$ cat src/logic/flagread_regs.svh
// Constants for the protection flag readback command handler.
// Assumes it is included by bare name from the package and every module except host_model.
`ifndef FLAGREAD_REGS_SVH
`define FLAGREAD_REGS_SVH

// ==========================================================
// Packet bytes
`define CMD_START   8'h01
`define END_BYTE    8'h03
`define OPC_FLAGS   8'h4B
`define RPL_START   8'h81
`define RPL_ERR     8'hCB
`define LEN_HI_RPL  8'h00
`define LEN_ERR     8'h0A
`define LEN_OK      8'h13
`define LEN_CMD     16'h0001
`define UNUSED_WORD 32'h0FFFFFFF
`define HIDE_MASK   8'hC0

// ==========================================================
// Reply geometry
`define FLAG_BYTES  18
`define FLAG_BITS   144
`define N_ERR       5'h0F
`define N_OK        5'h18

// ==========================================================
// Authentication levels that are refused
`define AUTH_L0     2'h0
`define AUTH_L1     2'h1

// ==========================================================
// Register offsets, reset values, interrupt bit positions
`define REG_IRQ_STAT 4'h0
`define REG_IRQ_MASK 4'h4
`define REG_CTRL     4'h8
`define REG_STAT     4'hC
`define CTRL_RST     1'b1
`define MASK_RST     5'h00
`define IRQ_OK       0
`define IRQ_PKT      1
`define IRQ_SUM      2
`define IRQ_ACC      3
`define IRQ_SEC      4

`endif

$ cat src/logic/flagread_pkg.sv
// Types shared by the readback handler and its reply byte generator.
// Assumes the constants header is on the include path.
`include "flagread_regs.svh"

package flagread_pkg;

	// ==========================================================
	// Handler states
	typedef enum logic [2:0]
	{
		ST_IDLE = 3'b000,
		ST_LENH = 3'b001,
		ST_LENL = 3'b010,
		ST_BODY = 3'b011,
		ST_SUM  = 3'b100,
		ST_END  = 3'b101,
		ST_SEND = 3'b110
	} state_t;

	// Request to the reply byte generator
	typedef struct packed
	{
		logic       is_err;
		logic [7:0] sts;
		logic [4:0] idx;
		logic [7:0] sum;
	} reply_req_t;

	// Whole state of the handler
	typedef struct packed
	{
		state_t      st;
		logic [15:0] len;
		logic [15:0] cnt;
		logic [7:0]  rsum;
		logic [7:0]  opc;
		logic        is_err;
		logic [7:0]  sts;
		logic [4:0]  idx;
		logic [7:0]  tsum;
		logic [7:0]  txd;
		logic        txv;
		logic        last;
		logic [4:0]  ists;
		logic [4:0]  imask;
		logic        en;
		logic [31:0] rdata;
		logic        irq;
	} core_t;

endpackage : flagread_pkg

$ cat src/logic/flagread_cmd.sv
// Protection flag readback command handler with register port and interrupt.
// Assumes byte streams come from logic on CLK, not from pins.
//
// Behaviour
// - Wait for start byte 01h; drop all other bytes while idle.
// - Missing end byte 03h at its position gives a packet error reply.
// - Check byte not matching the computed sum gives a checksum error reply.
// - Length wrong for the format or for this command gives packet error.
// - After any error, do nothing else and return to waiting.
// - Lifecycle state not permitting the command gives acceptance error.
// - Authentication level one or zero gives a secure error.
// - Report only the highest priority fault in the fixed order.
// - Error reply is 81h, 00h, 0Ah, CBh, status, detail, address, sum, 03h.
// - Detail and address words always carry the unused code value.
// - Success reply is 81h, 00h, 13h, 4Bh, 18 flag bytes, sum, 03h.
// - A flag reads 1 when unprotected and 0 when protected.
// - Flag bytes go out lowest storage address first.
// - Bits 7 and 6 of the final flag byte always read 11b.
// - After the flag reply, change nothing and wait for next request.
//
// Design decisions made here: the register addresses and the plain strobed port.
`include "flagread_regs.svh"

module flagread_cmd
	import flagread_pkg::*;
#(
	parameter logic [15:0] MAX_LEN = 16'h0400, // Longest legal request body
	parameter logic [7:0]  STS_PKT = 8'hE1,    // Packet error code
	parameter logic [7:0]  STS_SUM = 8'hE2,    // Checksum error code
	parameter logic [7:0]  STS_ACC = 8'hE3,    // Acceptance error code
	parameter logic [7:0]  STS_SEC = 8'hE4     // Secure error code
)
(
	input  wire logic                  CLK,        // 40 MHz clock
	input  wire logic                  ARST_N,     // Async reset, active low
	input  wire logic [7:0]            RX_DATA,    // Received byte
	input  wire logic                  RX_VALID,   // Received byte strobe
	output logic [7:0]                 TX_DATA,    // Reply byte
	output logic                       TX_VALID,   // Reply byte valid
	input  wire logic                  TX_READY,   // Transport takes byte
	input  wire logic                  LC_PERMIT,  // Lifecycle allows readback
	input  wire logic [1:0]            AUTH_LEVEL, // Current auth level
	input  wire logic [`FLAG_BITS-1:0] FLAG_DATA,  // Stored protection flags
	input  wire logic [3:0]            REG_ADDR,   // Register byte address
	input  wire logic [31:0]           REG_WDATA,  // Register write data
	input  wire logic                  REG_WR,     // Register write strobe
	input  wire logic                  REG_RD,     // Register read strobe
	output logic [31:0]                REG_RDATA,  // Read data, next cycle
	output logic                       IRQ         // Level interrupt
);

	// ==========================================================
	// Elaboration checks
	if (MAX_LEN == 16'h0000)
	begin : g_bad_len
		$error("MAX_LEN must be at least one");
	end

	core_t      s;
	core_t      n;
	reply_req_t req;
	logic [7:0] gbyte;
	logic       glast;
	logic       gsummed;
	logic       rx_ok;
	logic       ours;
	logic       auth_low;
	logic       at_end;
	logic [4:0] ev;

	// Filler word of error replies, as a named constant so checks can slice it
	localparam logic [31:0] UW = `UNUSED_WORD;

	// ==========================================================
	// Reply byte generator
	assign req.is_err = s.is_err;
	assign req.sts    = s.sts;
	assign req.idx    = s.idx;
	assign req.sum    = 8'h00 - s.tsum;

	reply_byte_gen u_gen
	(
		.req     (req),
		.flags   (FLAG_DATA),
		.rbyte   (gbyte),
		.rlast   (glast),
		.rsummed (gsummed)
	);

	// ==========================================================
	// Decode helpers
	// Disabling the handler drops received bytes and holds the parse state where it is
	assign rx_ok    = RX_VALID && s.en;
	// Another opcode belongs to another handler, so it gets no reply
	assign ours     = (s.len != 16'h0000) && (s.opc == `OPC_FLAGS);
	assign auth_low = (AUTH_LEVEL == `AUTH_L0) || (AUTH_LEVEL == `AUTH_L1);
	assign at_end   = (s.st == ST_END) && rx_ok && ours;

	// ==========================================================
	// Next state
	always_comb
	begin
		n       = s;
		ev      = 5'h00;
		n.rdata = 32'h0000_0000;
		case (s.st)
			ST_IDLE:
			begin
				// Bytes arriving during a reply never reach here; ST_SEND drops them
				if (rx_ok && RX_DATA == `CMD_START)
					n.st = ST_LENH;
			end
			ST_LENH:
			begin
				if (rx_ok)
				begin
					n.len[15:8] = RX_DATA;
					n.rsum      = RX_DATA;
					n.st        = ST_LENL;
				end
			end
			ST_LENL:
			begin
				if (rx_ok)
				begin
					n.len[7:0] = RX_DATA;
					n.rsum     = s.rsum + RX_DATA;
					n.cnt      = 16'h0000;
					n.opc      = 8'h00;
					n.st       = ({s.len[15:8], RX_DATA} == 16'h0000) ? ST_SUM : ST_BODY;
				end
			end
			ST_BODY:
			begin
				// Long bodies are counted through so the end byte is found
				if (rx_ok)
				begin
					if (s.cnt == 16'h0000)
						n.opc = RX_DATA;
					n.rsum = s.rsum + RX_DATA;
					n.cnt  = s.cnt + 16'h0001;
					if (s.cnt + 16'h0001 == s.len)
						n.st = ST_SUM;
				end
			end
			ST_SUM:
			begin
				if (rx_ok)
				begin
					n.rsum = s.rsum + RX_DATA;
					n.st   = ST_END;
				end
			end
			ST_END:
			begin
				if (rx_ok)
				begin
					n.st     = ours ? ST_SEND : ST_IDLE;
					n.idx    = 5'h00;
					n.tsum   = 8'h00;
					n.txv    = 1'b0;
					n.is_err = 1'b1;
					// Fault priority, first match wins
					if (RX_DATA != `END_BYTE)
					begin
						n.sts = STS_PKT;
						ev[`IRQ_PKT] = ours;
					end
					else if (s.rsum != 8'h00)
					begin
						n.sts = STS_SUM;
						ev[`IRQ_SUM] = ours;
					end
					else if (s.len > MAX_LEN || s.len != `LEN_CMD)
					begin
						n.sts = STS_PKT;
						ev[`IRQ_PKT] = ours;
					end
					else if (!LC_PERMIT)
					begin
						n.sts = STS_ACC;
						ev[`IRQ_ACC] = ours;
					end
					else if (auth_low)
					begin
						n.sts = STS_SEC;
						ev[`IRQ_SEC] = ours;
					end
					else
					begin
						n.is_err = 1'b0;
						n.sts    = 8'h00;
						ev[`IRQ_OK] = ours;
					end
				end
			end
			ST_SEND:
			begin
				// Next byte loads when the slot is empty or being taken
				if (!s.txv || TX_READY)
				begin
					if (s.txv && s.last)
					begin
						n.txv = 1'b0;
						n.st  = ST_IDLE;
					end
					else
					begin
						n.txv  = 1'b1;
						n.txd  = gbyte;
						n.last = glast;
						n.idx  = s.idx + 5'h01;
						if (gsummed)
							n.tsum = s.tsum + gbyte;
					end
				end
			end
			default:
			begin
				n.st  = ST_IDLE;
				n.txv = 1'b0;
			end
		endcase

		// Register writes; a new event wins over its clear
		n.ists = s.ists | ev;
		if (REG_WR)
		begin
			case (REG_ADDR)
				`REG_IRQ_STAT: n.ists = (s.ists & ~REG_WDATA[4:0]) | ev;
				`REG_IRQ_MASK: n.imask = REG_WDATA[4:0];
				`REG_CTRL:     n.en = REG_WDATA[0];
				default:       n.en = s.en;
			endcase
		end

		// Register reads, answered in the next cycle
		if (REG_RD)
		begin
			case (REG_ADDR)
				`REG_IRQ_STAT: n.rdata = {27'h0000000, s.ists};
				`REG_IRQ_MASK: n.rdata = {27'h0000000, s.imask};
				`REG_CTRL:     n.rdata = {31'h00000000, s.en};
				`REG_STAT:     n.rdata = {16'h0000, s.sts, 4'h0, s.is_err, s.st};
				default:       n.rdata = 32'h0000_0000;
			endcase
		end

		n.irq = |(n.ists & n.imask);
	end

	// ==========================================================
	// State register
	always_ff @(posedge CLK or negedge ARST_N)
	begin
		if (!ARST_N)
		begin
			s       <= '0;
			s.st    <= ST_IDLE;
			s.imask <= `MASK_RST;
			s.en    <= `CTRL_RST;
		end
		else
			s <= n;
	end

	// ==========================================================
	// Outputs, all straight from the state register
	assign TX_DATA   = s.txd;
	assign TX_VALID  = s.txv;
	assign REG_RDATA = s.rdata;
	assign IRQ       = s.irq;
endmodule : flagread_cmd

$ cat src/logic/reply_byte_gen.sv
// Reply byte generator: picks the byte at a given reply position.
// Assumes the caller steps the index from zero and supplies the sum byte.
`include "flagread_regs.svh"

module reply_byte_gen
	import flagread_pkg::*;
(
	input  wire reply_req_t          req,     // Reply kind, index, status, sum
	input  wire logic [`FLAG_BITS-1:0] flags, // Flag area, lowest address low
	output logic [7:0]               rbyte,   // Byte at this position
	output logic                     rlast,   // Position holds the end byte
	output logic                     rsummed  // Byte counts toward the sum
);

	localparam logic [31:0] UW = `UNUSED_WORD;

	logic [7:0] fbyte [0:`FLAG_BYTES-1];
	logic [4:0] n_bytes;
	logic [1:0] wsel;

	// ==========================================================
	// Flag bytes, top byte with the key hash bits hidden
	genvar i;
	for (i = 0; i < `FLAG_BYTES; i++)
	begin : g_flag
		if (i == `FLAG_BYTES - 1)
		begin : g_top
			assign fbyte[i] = flags[8*i +: 8] | `HIDE_MASK;
		end
		else
		begin : g_low
			assign fbyte[i] = flags[8*i +: 8];
		end
	end

	assign n_bytes = req.is_err ? `N_ERR : `N_OK;
	assign wsel    = 2'(req.idx - 5'h05);

	// ==========================================================
	// Position decode; word bytes go out most significant first
	always_comb
	begin
		rbyte   = 8'h00;
		rlast   = (req.idx == n_bytes - 5'h01);
		rsummed = (req.idx >= 5'h01) && (req.idx <= n_bytes - 5'h03);
		if (req.idx == 5'h00)
			rbyte = `RPL_START;
		else if (req.idx == 5'h01)
			rbyte = `LEN_HI_RPL;
		else if (req.idx == 5'h02)
			rbyte = req.is_err ? `LEN_ERR : `LEN_OK;
		else if (req.idx == 5'h03)
			rbyte = req.is_err ? `RPL_ERR : `OPC_FLAGS;
		else if (req.idx == n_bytes - 5'h02)
			rbyte = req.sum;
		else if (rlast)
			rbyte = `END_BYTE;
		else if (!req.is_err)
			rbyte = fbyte[req.idx - 5'h04];
		else if (req.idx == 5'h04)
			rbyte = req.sts;
		else
			rbyte = UW[{~wsel, 3'b000} +: 8];
	end

endmodule : reply_byte_gen

$ cat config.mk
export PLATFORM = sky130hd
export DESIGN_NAME = flagread_cmd
export DESIGN_NICKNAME = d
export VERILOG_FILES = /design/src/logic/flagread_pkg.sv /design/src/logic/flagread_cmd.sv /design/src/logic/reply_byte_gen.sv
export VERILOG_INCLUDE_DIRS = /design/src /design/src/logic
export SDC_FILE = /design/constraint.sdc
export NUM_CORES = 1
export LEC_CHECK = 0
export ABC_AREA = 1
export BUFFER_PORTS_ARGS = -buffer_cell sky130_fd_sc_hd__clkbuf_2
export CAP_MARGIN = 0
export CORE_ASPECT_RATIO = 1.1
export CORE_MARGIN = 2
export CORE_UTILIZATION = 32
export DETAILED_ROUTE_END_ITERATION = 16
export SYNTH_ARGS = -nofsm -noshare
export SYNTH_HDL_FRONTEND = slang
export SYNTH_SLANG_ARGS = --single-unit
$ cat constraint.sdc
create_clock -name CLK -period 6.5 [get_ports CLK]
set_input_delay 0.325 -clock CLK [delete_from_list [all_inputs] [get_ports CLK]]
set_output_delay 0.325 -clock CLK [all_outputs]
set_load 0.02 [all_outputs]
After elaboration in Yosys (flattened, before gate mapping) --
Cells that the tools add are included.
Cells by class: add/subtract/negate cells 10, multiply operators 0, divide/modulo/power cells 0, magnitude comparators 4, equal/unequal tests 33, shift operators 1, multiplexer cells 75, bitwise logic cells 9, reductions and logical operators 34
Operators by type and width (number):
- $mux W8 | 20
- $mux W32 | 2
- $pmux W16 S4 | 1
- $bmux W8 S5 | 1
- $mux W3 | 11
- $logic_not A16 Y1 | 2
- $pmux W16 S2 | 1
- $pmux W8 S4 | 1
- $shiftx A32 B6 Y8 const A | 1
- $mux W5 | 6
- $pmux W13 S2 | 1
- $ne A2 B2 Y1 const B | 12
- $mux W23 | 1
- $mux W11 | 2
- $mux W21 | 1
- $pmux W3 S7 | 1
- $mux W1 | 19
- $add A16 B1 Y16 const B | 1
- $add A8 B8 Y8 | 2
- $eq A16 B16 Y1 | 1
- $gt A16 B11 Y1 const B | 1
- $mux W16 | 1
- $ne A16 B1 Y1 const B | 1
- $pmux W8 S2 | 1
- 48 further kinds | 75
Word-level totals: register bits 127, latch bits 0, bits in writable memories 0, bits in read-only memories 0, output and inout bits 42, memories 0

Longest topological paths before layout --
Gate-level depths: netlist of run 1.
word-level depth 17, gate-level depth with buffers 26

Hierarchy --
Synthesis of run 1 repeated with hierarchy kept, for this count alone.
Unflattened totals: cell total of the unflattened synthesis 1175, area, all modules 7791.2 um^2
By module, submodules not included:
- flagread_cmd | times used 1, cells each 784, area each 5974.5 um^2, sequential area each 2478.6 um^2
- reply_byte_gen | times used 1, cells each 391, area each 1816.7 um^2, sequential area each 0.0 um^2

Worst setup path after synthesis of run 1 --
OpenSTA, ideal clock, no wires.
path type register to register, from reg s, in the netlist req[10], to reg s[60] (netlist bit), setup time 0.123 ns, data arrival time 3.417 ns, data required time 6.377 ns, setup slack 2.960 ns, cell stages (with the launch flop) 23, buffers on the path 1, cells stage by stage dfrtp_1 > inv_2 > clkbuf_1 > ha_1 > xnor2_1 > nor3_4 > o211ai_1 > nand2_1 > inv_1 > nand2_1 > nand2_1 > nand2_1 > nand2_1 > nand2_1 > nand2_1 > nand2_1 > ha_1 > fa_1 > a31oi_1 > o21ai_0 > a21oi_1 > xor2_1 > o21ai_1
Between the ends: word-level cells in the longest chain between the ends 17
RTL lines:
- start, declared | RTL line flagread_cmd.sv:59 | core_t s;
- start signal, assigned | RTL line flagread_cmd.sv:264 | s <= n;
- $sub A5 B3 Y5 | RTL line reply_byte_gen.sv:59 | rbyte = fbyte[req.idx - 5'h04];
- $not A5 Y6 (implied by the code) | RTL line reply_byte_gen.sv:59
- $bmux W8 S5 | RTL line reply_byte_gen.sv:59
- $mux W8 (implied by the code) (2 in series) | RTL line reply_byte_gen.sv:59
- $mux W8 | RTL line reply_byte_gen.sv:58 | else if (!req.is_err)
- $mux W8 | RTL line reply_byte_gen.sv:56 | else if (rlast)
- $mux W8 | RTL line reply_byte_gen.sv:54 | else if (req.idx == n_bytes - 5'h02)
- $mux W8 | RTL line reply_byte_gen.sv:52 | else if (req.idx == 5'h03)
- $mux W8 | RTL line reply_byte_gen.sv:50 | else if (req.idx == 5'h02)
- $mux W8 | RTL line reply_byte_gen.sv:48 | else if (req.idx == 5'h01)
- $mux W8 * | RTL line reply_byte_gen.sv:46 | if (req.idx == 5'h00)
- via gbyte[0] | RTL line flagread_cmd.sv:62 | logic [7:0] gbyte;
- $add A8 B8 Y8 * | RTL line flagread_cmd.sv:214 | n.tsum = s.tsum + gbyte;
- $mux W8 * | RTL line flagread_cmd.sv:213 | if (gsummed)
- $mux W21 * | RTL line flagread_cmd.sv:202 | if (s.txv && s.last)
- $mux W23 * | RTL line flagread_cmd.sv:200 | if (!s.txv || TX_READY)
- $pmux W13 S2 * | RTL line flagread_cmd.sv:106 | case (s.st)
Mark *: on every way through the listed nets, which the timed path passes. The rest lies on a longest branch. The select of a mux whose other input is x is not followed. A chain may end at the register's enable or synchronous reset.

Worst setup path in the final report of run 1 --
Same ends and word-level chain as after synthesis.

==> results of run 1 <==
## Yosys cell counts, drive strengths merged (2+ instances only)
cell type and instances:
o221ai 3, nand4 26, inv 140, nand3 71
a31oi 2, nor4 5, dfrtp 98, buf 59
nand3b 3, a21boi 3, o211ai 8, or2 7
nor3 38, o21a 3, nor2 168, a21oi 34
xnor2 8, nand2 287, o21ai 123, o31ai 3
xor2 17, clkinv 3, o22ai 24, clkbuf 13
ha 28, fa 2
## worst max-delay path by stage
| stage | end | slack, ns | cells after the start |
|---|---|---|---|
| global route | s[61] | 1.60 | 20 |
| global placement | s[61] | 2.07 | 20 |
| floorplan | s[60] | 2.96 | 22 |
| finish | s[60] | 2.08 | 16 |
| detailed placement | s[60] | 2.06 | 16 |
| CTS | s[60] | 2.03 | 16 |
## placed cells by master (no fill, tap or decap), types with 2 or more instances in the layout
| master | synthesis | final |
|---|---|---|
| a21boi_0 | 2 | 2 |
| a21oi_1 | 31 | 31 |
| a21oi_2 | 3 | 3 |
| a31oi_1 | 2 | 2 |
| buf_4 | 45 | 5 |
| clkbuf_16 | 0 | 9 |
| clkbuf_2 | 0 | 186 |
| clkinv_1 | 3 | 3 |
| clkinv_2 | 0 | 3 |
| clkinv_4 | 0 | 2 |
| conb_1 | 1 | 21 |
| dfrtp_1 | 98 | 97 |
| fa_1 | 2 | 2 |
| ha_1 | 28 | 28 |
| inv_1 | 127 | 127 |
| inv_2 | 13 | 13 |
| nand2_1 | 284 | 284 |
| nand2_2 | 2 | 2 |
| nand3_1 | 70 | 70 |
| nand3b_1 | 3 | 3 |
| nand4_1 | 25 | 25 |
| nor2_1 | 161 | 161 |
| nor2_2 | 5 | 5 |
| nor3_1 | 28 | 28 |
| nor3_2 | 6 | 6 |
| nor3_4 | 4 | 4 |
| nor4_1 | 4 | 4 |
| o211ai_1 | 8 | 8 |
| o21a_1 | 3 | 3 |
| o21ai_0 | 107 | 107 |
| o21ai_1 | 15 | 15 |
| o221ai_1 | 3 | 3 |
| o22ai_1 | 24 | 24 |
| o31ai_1 | 3 | 3 |
| or2_2 | 7 | 7 |
| xnor2_1 | 8 | 8 |
| xor2_1 | 17 | 17 |
## power by group through the flow
stage	combinational (W)	sequential (W)	clock (W)
floorplan	0.00164	0.000952	0
global placement	0.00206	0.00102	0
detailed placement	0.00209	0.00102	0
CTS	0.00210	0.00101	0.000520
global route	0.00239	0.00104	0.000551
finish	0.00209	0.00101	0.000508
## sequential cells by signal, indices dropped and copies added, names as in the netlist
register,flops
req,9
s,71
IRQ,1
TX_DATA,8
TX_VALID,1
REG_RDATA,9
## critical path, stage by stage (launching register included)
cell,delay [ns]
dfrtp_1,0.58
inv_2,0.26
ha_1,0.64
clkinv_1,0.46
nor3_4,0.43
o211ai_1,0.18
nand3_1,0.15
nand3b_1,0.10
a21boi_0,0.22
ha_1,0.33
nand2_1,0.09
nand2_1,0.04
a31oi_1,0.20
o21ai_0,0.13
a21oi_1,0.17
xor2_1,0.19
o21ai_1,0.09
## layout make-up
class                      instances  area, sq um  share of cell area, %
sequential                        99         2480                   26.9
inverter                         143          537                   5.83
clock inverter                     6         41.3                  0.448
tap                              310          388                   4.21
timing repair buffer             192          978                   10.6
clock buffer                       9          225                   2.45
multi-input combinational        891         4560                   49.5
antenna                            1         2.50                 0.0272
## per-stage QoR
| step | area (sq um) | total power [W] | worst slack, ns | utilization [%] |
|---|---|---|---|---|
| 3_3_place_gp | 8930 | 0.00308 | 2.07 | 36.5 |
| 6_report | 9210 | 0.00361 | 2.08 | 37.6 |
| 4_1_cts | 9210 | 0.00363 | 2.03 | 37.6 |
| 5_1_grt | 9210 | 0.00398 | 1.60 | 37.6 |
| 3_5_place_dp | 8930 | 0.00311 | 2.06 | 36.5 |
| 2_1_floorplan | 8040 | 0.00260 | 2.96 | - |
## per-layer routing
layer / up-vias / share of wire (%)
met4: 0 / 1.1
li1: 4119 / -
met1: 3747 / 44
met3: 19 / 5.1
met2: 230 / 50
met5: - / 0
## kinds of logic (layout without fill, tap and decap cells)
group                    after synthesis  count (layout)
XOR/XNOR                              26              26
flip-flops                            99              99
AND/OR/NAND/NOR                      606             606
adder cells (fa/ha/maj)               30              30
AO/OA/AOI/OAI                        208             208
buffers and inverters                215             350
other                                  1              22
==> impl_metrics.py, run 1 <==
metrics = {
    "synthesis": {
        "yosys.area_share.simple_pct": 33.6,
        "yosys-mux-area-fraction_pct": 0,
        "yosys_warnings": 0,
        "synth_top_area_share_pct": 30.8,
        "synth_area_sq_um": 7960,
        "seq_area_frac_synth_pct": 31.1,
        "synth-seq-cells": 99,
        "post-synth-top-area-cell": "dfrtp_1",
        "synth-edff-count": 0,
        "synthFlopType": "dfrtp_1",
        "synth_area_leaders": "dfrtp_1 (31%), nand2_1 (13%), nor2_1 (7.6%), o21ai_0 (6.7%), inv_1 (6.0%)",
        "synth_top_family_by_area": "simple AND/OR/NAND/NOR gates",
        "synthCells": 1185,
        "synth_area_per_cell_sq_um": 6.72,
        "synth_cell_type_count": 52,
        "synthXorXnorAreaFrac_pct": 3.03,
        "synth_compound_area_share_pct": 14.8,
        "ys_async_sr_fraction_pct": 100,
        "synthAdderAreaFrac_pct": 4.90,
    },
    "critical_path": {
        "critPathKind": "flop to flop",
        "worstPathArrival_ns": 4.66,
        "r2r_setup_slack_ns": 2.08,
        "setup.worst_path.start_class": "flop",
        "crit_fanout": 19,
        "r2r_end": "s[60]",
        "worst_setup_path_end_kind": "flop",
        "reg2reg_depth": 16,
        "regToRegStartpoint": "req[10]",
        "crit_path_start": "req[10]",
        "required_ns": 6.74,
    },
    "layout": {
        "fin_nets": 1563,
        "drive_gt1_share_pct": 19.2,
        "stdcell_count": 1651,
        "areaGrowthSynthToFinish_pct": 15.7,
        "nFillCells": 2661,
    },
    "timing": {
        "rsz0062_at_grt": "false",
        "maxSlewHeadroom_pct": 27.1,
        "worst_pin_slew_ns": 1.09,
        "whs_ns": 0.206,
        "fin_worst_skew_ns": 0.0123,
        "finalCritPeriodShare_pct": 68.1,
        "period_minus_slack_ns": 4.42,
        "fin_setup_tns_ns": 0,
        "drv_slew": 0,
        "hold_viol": 0,
        "setup_viol": 0,
        "fmax_ghz": 0.226,
    },
    "min_path": {
        "hp-start": "REG_RD",
        "hold_end": "REG_RDATA[3]",
        "min_path_cells": 3,
        "min_path_type": "input pin to flop",
    },
    "global_route": {
        "grt_overflow": 0,
        "antenna_found_initial": 1,
        "busiest_layer": "met2",
        "met2_usage_pct": 34.1,
        "grt_pass1_vias": 7810,
        "met3_usage_pct": 2.99,
        "grt_first_pass_wirelength_um": 39900,
        "grt_max_degree": 78,
        "grtUsageTotal_pct": 18.9,
        "grtUsageMet1_pct": 23.9,
    },
    "floorplan": {
        "placementRows": 60,
        "start_util_pct": 32.5,
        "fp.dieW_um": 154,
        "die_y_um": 169,
        "die_area_sq_um": 26200,
        "ios": 239,
        "core_area_sq_um": 24500,
    },
    "cts": {
        "clkTransAtPathRegs_ns": 0.07,
        "cts.sinks": 99,
        "clk_latency_ns": 0.36,
        "cts_setup_buffers": 0,
        "cts_root_buf": "clkbuf_16",
        "cts_inserted_buffers": 9,
        "cts_buffer_depth": 2,
        "htree_num_levels": 3,
        "hold_buffers": 1,
        "ctsResizeCount": 0,
        "cts_tree": "yes",
    },
    "pwr": {
        "clkPwrFrac_pct": 14.1,
        "power.switching_w": 0.00179,
        "power_leakage_nw": 4.86,
        "powerDensity_nw_per_um2": 392,
        "combPwrFrac_pct": 57.8,
        "irDropWorstVdd_mv": 0.171,
        "intPower_w": 0.00181,
        "seq_power_share_pct": 28.1,
        "p_sw_share_pct": 49.7,
    },
    "outcome": {
        "status": "finished, final reports clean",
    },
    "placed_design": {
        "hpwlAfterDp_um": 18700,
        "port_buffers": 187,
        "gp_congestion": 0.857,
        "dp.cells": 1634,
    },
    "route": {
        "vias": 8115,
        "drtPass1Iterations": 5,
        "wl_per_cell_um": 14.8,
        "drt-initial-drc-count": 662,
        "drc_errors": 0,
        "totalWireLength_um": 24400,
        "vias_per_cell": 4.92,
        "ant_nets": 0,
    },
    "job": {
        "maxCapViolations": 0,
    },
}
No activity file was read; power rests on OpenSTA's default activity.
==> run 2: changes to the inputs <==
==> constraint.sdc (replaced) <==
create_clock -name CLK -period 3.94 [get_ports CLK]
set_input_delay 0.197 -clock CLK [delete_from_list [all_inputs] [get_ports CLK]]
set_output_delay 0.197 -clock CLK [all_outputs]
set_load 0.02 [all_outputs]
==> impl_metrics.py, run 2 (synthesized netlist as in run 1, its figures left out) <==
metrics = {
    "route": {
        "totalWireLength_um": 24200,
        "ant_nets": 0,
        "wl_per_cell_um": 14.5,
        "vias": 8176,
        "vias_per_cell": 4.91,
        "drt-initial-drc-count": 632,
        "drtPass1Iterations": 5,
        "drc_errors": 0,
    },
    "timing": {
        "whs_ns": -0.00642,
        "setup_ws_ns": 0.430,
        "fmax_ghz": 0.285,
        "maxSlewHeadroom_pct": 34.0,
        "worst_pin_slew_ns": 0.990,
        "hold_viol": 9,
        "fin_worst_skew_ns": 0.0105,
        "rsz0062_at_grt": "false",
        "finalCritPeriodShare_pct": 89.1,
        "fin_setup_tns_ns": 0,
        "period_minus_slack_ns": 3.51,
        "setup_viol": 0,
        "drv_slew": 0,
    },
    "layout": {
        "areaGrowthSynthToFinish_pct": 17.8,
        "drive_gt1_share_pct": 20.1,
        "layout_commonest_cell": "nand2_1",
        "layout_common_cells": "nand2_1 (284), clkbuf_2 (186), nor2_1 (161)",
        "max_flop_register": "s",
        "fin_nets": 1577,
        "final_area_sq_um": 9380,
        "largest_reg_flops": 71,
    },
    "job": {
        "maxCapViolations": 0,
    },
    "critical_path": {
        "cpPeakStageDelay_ns": 0.44,
        "crit_fanout": 8,
        "regToRegStartpoint": "req[10]",
        "worstPathArrival_ns": 3.76,
        "worst_setup_path_end_kind": "flop",
        "path_buf_inv": 3,
        "slowest_stage": "dfrtp_1",
        "setup.worst_path.start_class": "flop",
        "r2r_end": "s[61]",
        "r2r_setup_slack_ns": 0.43,
        "required_ns": 4.19,
        "crit_family": "simple AND/OR/NAND/NOR gates",
        "critPathKind": "flop to flop",
        "cp_common_cell": "nand2_1",
        "path_cells": "inv_2 > ha_1 > clkinv_1 > nor3_4 > o211ai_1 > nand3_1 > nand2_1 > nand2_1 > nand2_1 > a21oi_1 > ha_1 > nand3_1 > nand2_1 > nand4_1 > o211ai_1 > xor2_1 > inv_1 > nand3_1 > nand3_1 > nand2_1",
        "reg2reg_depth": 20,
    },
    "floorplan": {
        "core_area_sq_um": 24500,
        "ios": 239,
        "die_area_sq_um": 26200,
        "fp.dieW_um": 154,
        "placementRows": 60,
        "die_y_um": 169,
        "start_util_pct": 32.5,
    },
    "global_route": {
        "grt_overflow": 0,
        "grt_max_degree": 78,
        "antenna_found_initial": 1,
        "grt_pass1_vias": 7822,
        "grtUsageTotal_pct": 18.4,
        "grt_first_pass_wirelength_um": 38900,
    },
    "placed_design": {
        "port_buffers": 187,
        "gp_congestion": 0.856,
        "placed_area_sq_um": 9040,
        "pre_cts_ws_ns": 0.416,
        "hpwlAfterDp_um": 18900,
    },
    "cts": {
        "cts.sinks": 99,
        "ctsResizeCount": 0,
        "cts_tree": "yes",
        "cts_root_buf": "clkbuf_16",
        "clk_latency_ns": 0.36,
        "clkTransAtPathRegs_ns": 0.07,
        "cts_buffer_depth": 2,
        "cts_inserted_buffers": 9,
        "htree_num_levels": 3,
    },
    "outcome": {
        "violations": "negative hold slack",
        "status": "finished with violations",
    },
    "pwr": {
        "powerDensity_nw_per_um2": 654,
        "power_leakage_nw": 4.95,
        "irDropWorstVdd_mv": 0.269,
        "power.total_w": 0.00613,
    },
    "min_path": {
        "min_path_type": "input pin to async pin",
    },
}
==> run 2: cell count changes in the layout (fill, tap and decap cells not counted) <==
cell / change
dlygate4sd3_1: -1
clkinv_4: -1
clkbuf_8: +2
buf_12: +1
buf_4: +14
bufinv_16: +1
clkinv_2: -3
inv_6: +2
==> run 2: power by group <==
| group | internal (W) | switching, W |
|---|---|---|
| combinational | 0.00131 | 0.00224 |
| clock | 0.000536 | 0.000414 |
| sequential | 0.00133 | 0.000301 |
==> run 2: what timing repair did <==
item                       CTS  global route
hold endpoints to repair     0             0
hold buffers                 0             0
setup endpoints to repair    0             1
buffers inserted             0             2
==> run 2: routing by layer <==
layer / wire [um] / track usage (%) / vias up / part of all wire [%]
met4: 393 / 4.63 / 0 / 1.6
met2: 11800 / 32.8 / 280 / 49
met3: 1490 / 2.99 / 29 / 6.2
met5: 0 / 0 / - / 0
li1: - / - / 4143 / -
met1: 10500 / 23.2 / 3724 / 43
==> run 2: how the worst max path moves through the flow <==
stage / endpoint / startpoint / cells past startpoint / slack, ns
after floorplan: s[60] / req[10] / 22 / 0.40
after global placement: s[60] / req[21] / 15 / 0.50
after detailed placement: s[60] / req[21] / 15 / 0.42
after CTS: s[60] / req[21] / 15 / 0.32
after global routing: s[60] / req[10] / 16 / 0.11
final: s[61] / req[10] / 20 / 0.43
==> run 2: layout make-up <==
type / count / area (sq um)
sequential: 99 / 2480
clock inverter: 5 / 65.1
clock buffer: 11 / 253
inverter: 143 / 537
tap: 310 / 388
timing repair buffer: 206 / 1090
antenna: 1 / 2.50
fill: 2663 / 15100
multi-input combinational: 891 / 4560
==> run 2: metrics by stage <==
step	hold slack (ns)	util [%]	std cells
floorplan	-0.0986	-	1205
global placement	0.425	36.9	1647
detailed placement	0.420	36.9	1647
CTS	0.0347	38.2	1663
global route	0.0717	38.3	1665
finish	-0.00642	38.3	1666
==> run 3: changes to the inputs <==
--- a/config.mk
+++ b/config.mk
@@ -6,7 +6,6 @@
 export SDC_FILE = /design/constraint.sdc
 export NUM_CORES = 1
 export LEC_CHECK = 0
-export ABC_AREA = 1
 export BUFFER_PORTS_ARGS = -buffer_cell sky130_fd_sc_hd__clkbuf_2
 export CAP_MARGIN = 0
 export CORE_ASPECT_RATIO = 1.1
==> impl_metrics.py, run 3 <==
metrics = {
    "placed_design": {
        "dp.cells": 1339,
        "hpwlAfterDp_um": 19100,
        "port_buffers": 187,
        "pre_cts_ws_ns": -0.0124,
        "placed_area_sq_um": 9100,
        "gp_congestion": 0.875,
    },
    "layout": {
        "stdcell_count": 1361,
        "layout_commonest_cell": "clkbuf_2",
        "final_area_sq_um": 9480,
        "largest_reg_flops": 71,
        "drive_gt1_share_pct": 30.7,
        "post-route-util_pct": 39.0,
        "max_flop_register": "s",
        "fin_nets": 1273,
        "areaGrowthSynthToFinish_pct": 20.6,
        "layout_common_cells": "clkbuf_2 (186), dfrtp_1 (97), nand2_1 (62)",
    },
    "synthesis": {
        "ys_async_sr_fraction_pct": 100,
        "synth_area_sq_um": 7870,
        "synthTopCellsByCount": "dfrtp_1 (98), nand2_1 (62), nor2_1 (62)",
        "synth-edff-count": 0,
        "synth-seq-cells": 99,
        "synth_top_area_share_pct": 31.2,
        "synth_most_common_cell": "dfrtp_1",
        "synthCells": 866,
        "synth_area_leaders": "dfrtp_1 (31%), mux4_2 (6.6%), mux2_2 (4.9%), mux2i_1 (4.8%), ha_1 (4.5%)",
        "post-synth-top-area-cell": "dfrtp_1",
        "yosys_warnings": 0,
        "synth_area_per_cell_sq_um": 9.08,
        "seq_area_frac_synth_pct": 31.5,
        "synthFlopType": "dfrtp_1",
        "synth_cell_type_count": 78,
    },
    "critical_path": {
        "cpPeakStageDelay_ns": 0.50,
        "path_buf_inv": 1,
        "path_cells": "buf_12 > mux4_2 > mux4_2 > a221oi_2 > o32ai_1 > and2_4 > ha_1 > a21oi_1 > o21bai_1 > a2111oi_4 > nor2_1 > xor2_1 > o211ai_1",
        "regToRegStartpoint": "req[8]",
        "r2r_end": "s[61]",
        "setup.worst_path.start_class": "flop",
        "critPathKind": "flop to flop",
        "slowest_stage": "mux4_2",
        "cp_common_cell": "mux4_2",
        "worstPathArrival_ns": 3.99,
        "worst_setup_path_end_kind": "flop",
        "required_ns": 4.21,
        "crit_fanout": 5,
        "crit_family": "compound AO/OA/AOI/OAI gates",
        "reg2reg_depth": 13,
        "r2r_setup_slack_ns": 0.23,
    },
    "timing": {
        "worst_pin_slew_ns": 0.745,
        "setup_ws_ns": 0.225,
        "fmax_ghz": 0.269,
        "fin_worst_skew_ns": 0.00888,
        "maxSlewHeadroom_pct": 50.3,
        "hold_viol": 0,
        "finalCritPeriodShare_pct": 94.3,
        "setup_viol": 0,
        "fin_setup_tns_ns": 0,
        "period_minus_slack_ns": 3.71,
        "drv_slew": 0,
        "rsz0062_at_grt": "false",
    },
    "min_path": {
        "hp-start": "REG_RD",
        "min_path_type": "input pin to flop",
        "hold_end": "REG_RDATA[0]",
        "min_path_cells": 2,
    },
    "cts": {
        "clk_latency_ns": 0.35,
        "cts_inserted_buffers": 9,
        "clkTransAtPathRegs_ns": 0.07,
        "cts.sinks": 99,
        "cts_buffer_depth": 2,
        "cts_root_buf": "clkbuf_16",
        "htree_num_levels": 3,
        "cts_tree": "yes",
    },
    "floorplan": {
        "placementRows": 60,
        "start_util_pct": 32.3,
        "ios": 239,
        "die_y_um": 168,
        "fp.dieW_um": 153,
        "die_area_sq_um": 25800,
        "core_area_sq_um": 24300,
    },
    "route": {
        "drc_errors": 0,
        "wl_per_cell_um": 17.8,
        "vias": 7238,
        "ant_nets": 0,
        "drtPass1Iterations": 8,
        "vias_per_cell": 5.32,
        "totalWireLength_um": 24200,
        "drt-initial-drc-count": 475,
    },
    "pwr": {
        "powerDensity_nw_per_um2": 694,
        "power_leakage_nw": 4.36,
        "irDropWorstVdd_mv": 0.319,
    },
    "global_route": {
        "grt_first_pass_wirelength_um": 37300,
        "grtUsageTotal_pct": 18.2,
        "antenna_found_initial": 2,
        "grt_overflow": 0,
        "grt_pass1_vias": 7011,
        "grt_max_degree": 56,
    },
    "outcome": {
        "status": "finished, final reports clean",
    },
    "job": {
        "maxCapViolations": 0,
    },
}
## run 3: cell count changes in the layout (fill, tap and decap cells not counted), sizes merged, moves of 35 or more
cell   previous run  this run
inv             143        39
mux2              0        35
mux2i             0        38
nand2           287        62
nand3            71        30
nor2            168        62
o21ai           123        48
## run 3: cell type report
type                    instances  area, sq um
fillers                      2494        14800
multi-input cells             662         4860
flip-flops and latches         99         2480
repair buffers                234         1340
well taps                     310          388
clock buffers                  10          229
inverters                      40          151
clock inverters                 5         36.3
diodes                          1         2.50
## run 3: worst max path at each step
stage                     endpoint  slack (ns)   start  cells past startpoint
after floorplan              s[61]        0.01  req[8]                     19
after global placement       s[61]        0.08  req[8]                     12
after detailed placement     s[61]       -0.01  req[8]                     16
after CTS                    s[61]       0.004  req[8]                     15
after global routing         s[60]       0.004  req[8]                     18
final                        s[61]        0.23  req[8]                     13
## run 3: worst register-to-register path: stages, from the launching register on
cell and delay (ns):
dfrtp_2 0.42, buf_12 0.13, mux4_2 0.49, mux4_2 0.50
a221oi_2 0.35, o32ai_1 0.13, and2_4 0.18, ha_1 0.29
a21oi_1 0.19, o21bai_1 0.15, a2111oi_4 0.38, nor2_1 0.11
xor2_1 0.15, o211ai_1 0.18
## run 3: metrics by stage
| step | total power, W | hold slack [ns] |
|---|---|---|
| 5_1_grt | 0.00711 | 0.0989 |
| 4_1_cts | 0.00648 | 0.0801 |
| 3_5_place_dp | 0.00562 | 0.314 |
| 2_1_floorplan | 0.00453 | -0.0986 |
| 6_report | 0.00658 | 0.0920 |
| 3_3_place_gp | 0.00557 | 0.316 |
## run 3: logic make-up after synthesis
family | share of synthesized area, %
xor+xnor | 3.90
buf+inv | 8.24
fa+ha+maj | 4.96
flops | 31.5
other cells | 0.0477
simple gates | 17.4
mux | 16.4
compound gates | 17.5
## run 3: power by group
group | switching, W | internal [W]
clock | 0.000397 | 0.000429
sequential | 0.000337 | 0.00132
combinational | 0.00217 | 0.00193
## run 3: routing by layer
| metal | share of wire (%) | track usage (%) | vias up |
|---|---|---|---|
| met5 | 0 | 0 | - |
| met4 | 3.1 | 7.66 | 0 |
| met3 | 5.8 | 2.91 | 28 |
| met2 | 51 | 33.0 | 245 |
| met1 | 40 | 21.1 | 3453 |
| li1 | - | - | 3512 |
## run 3: repair_timing
| action | 4_1_cts | 5_1_grt |
|---|---|---|
| pin swaps | 1 | 0 |
| endpoints found under the hold margin | 53 | 0 |
| buffers inserted | 0 | 4 |
| cloned | 0 | 1 |
| hold buffers | 1 | 0 |
| endpoints found under the setup margin | 1 | 3 |
| resized for setup | 0 | 6 |
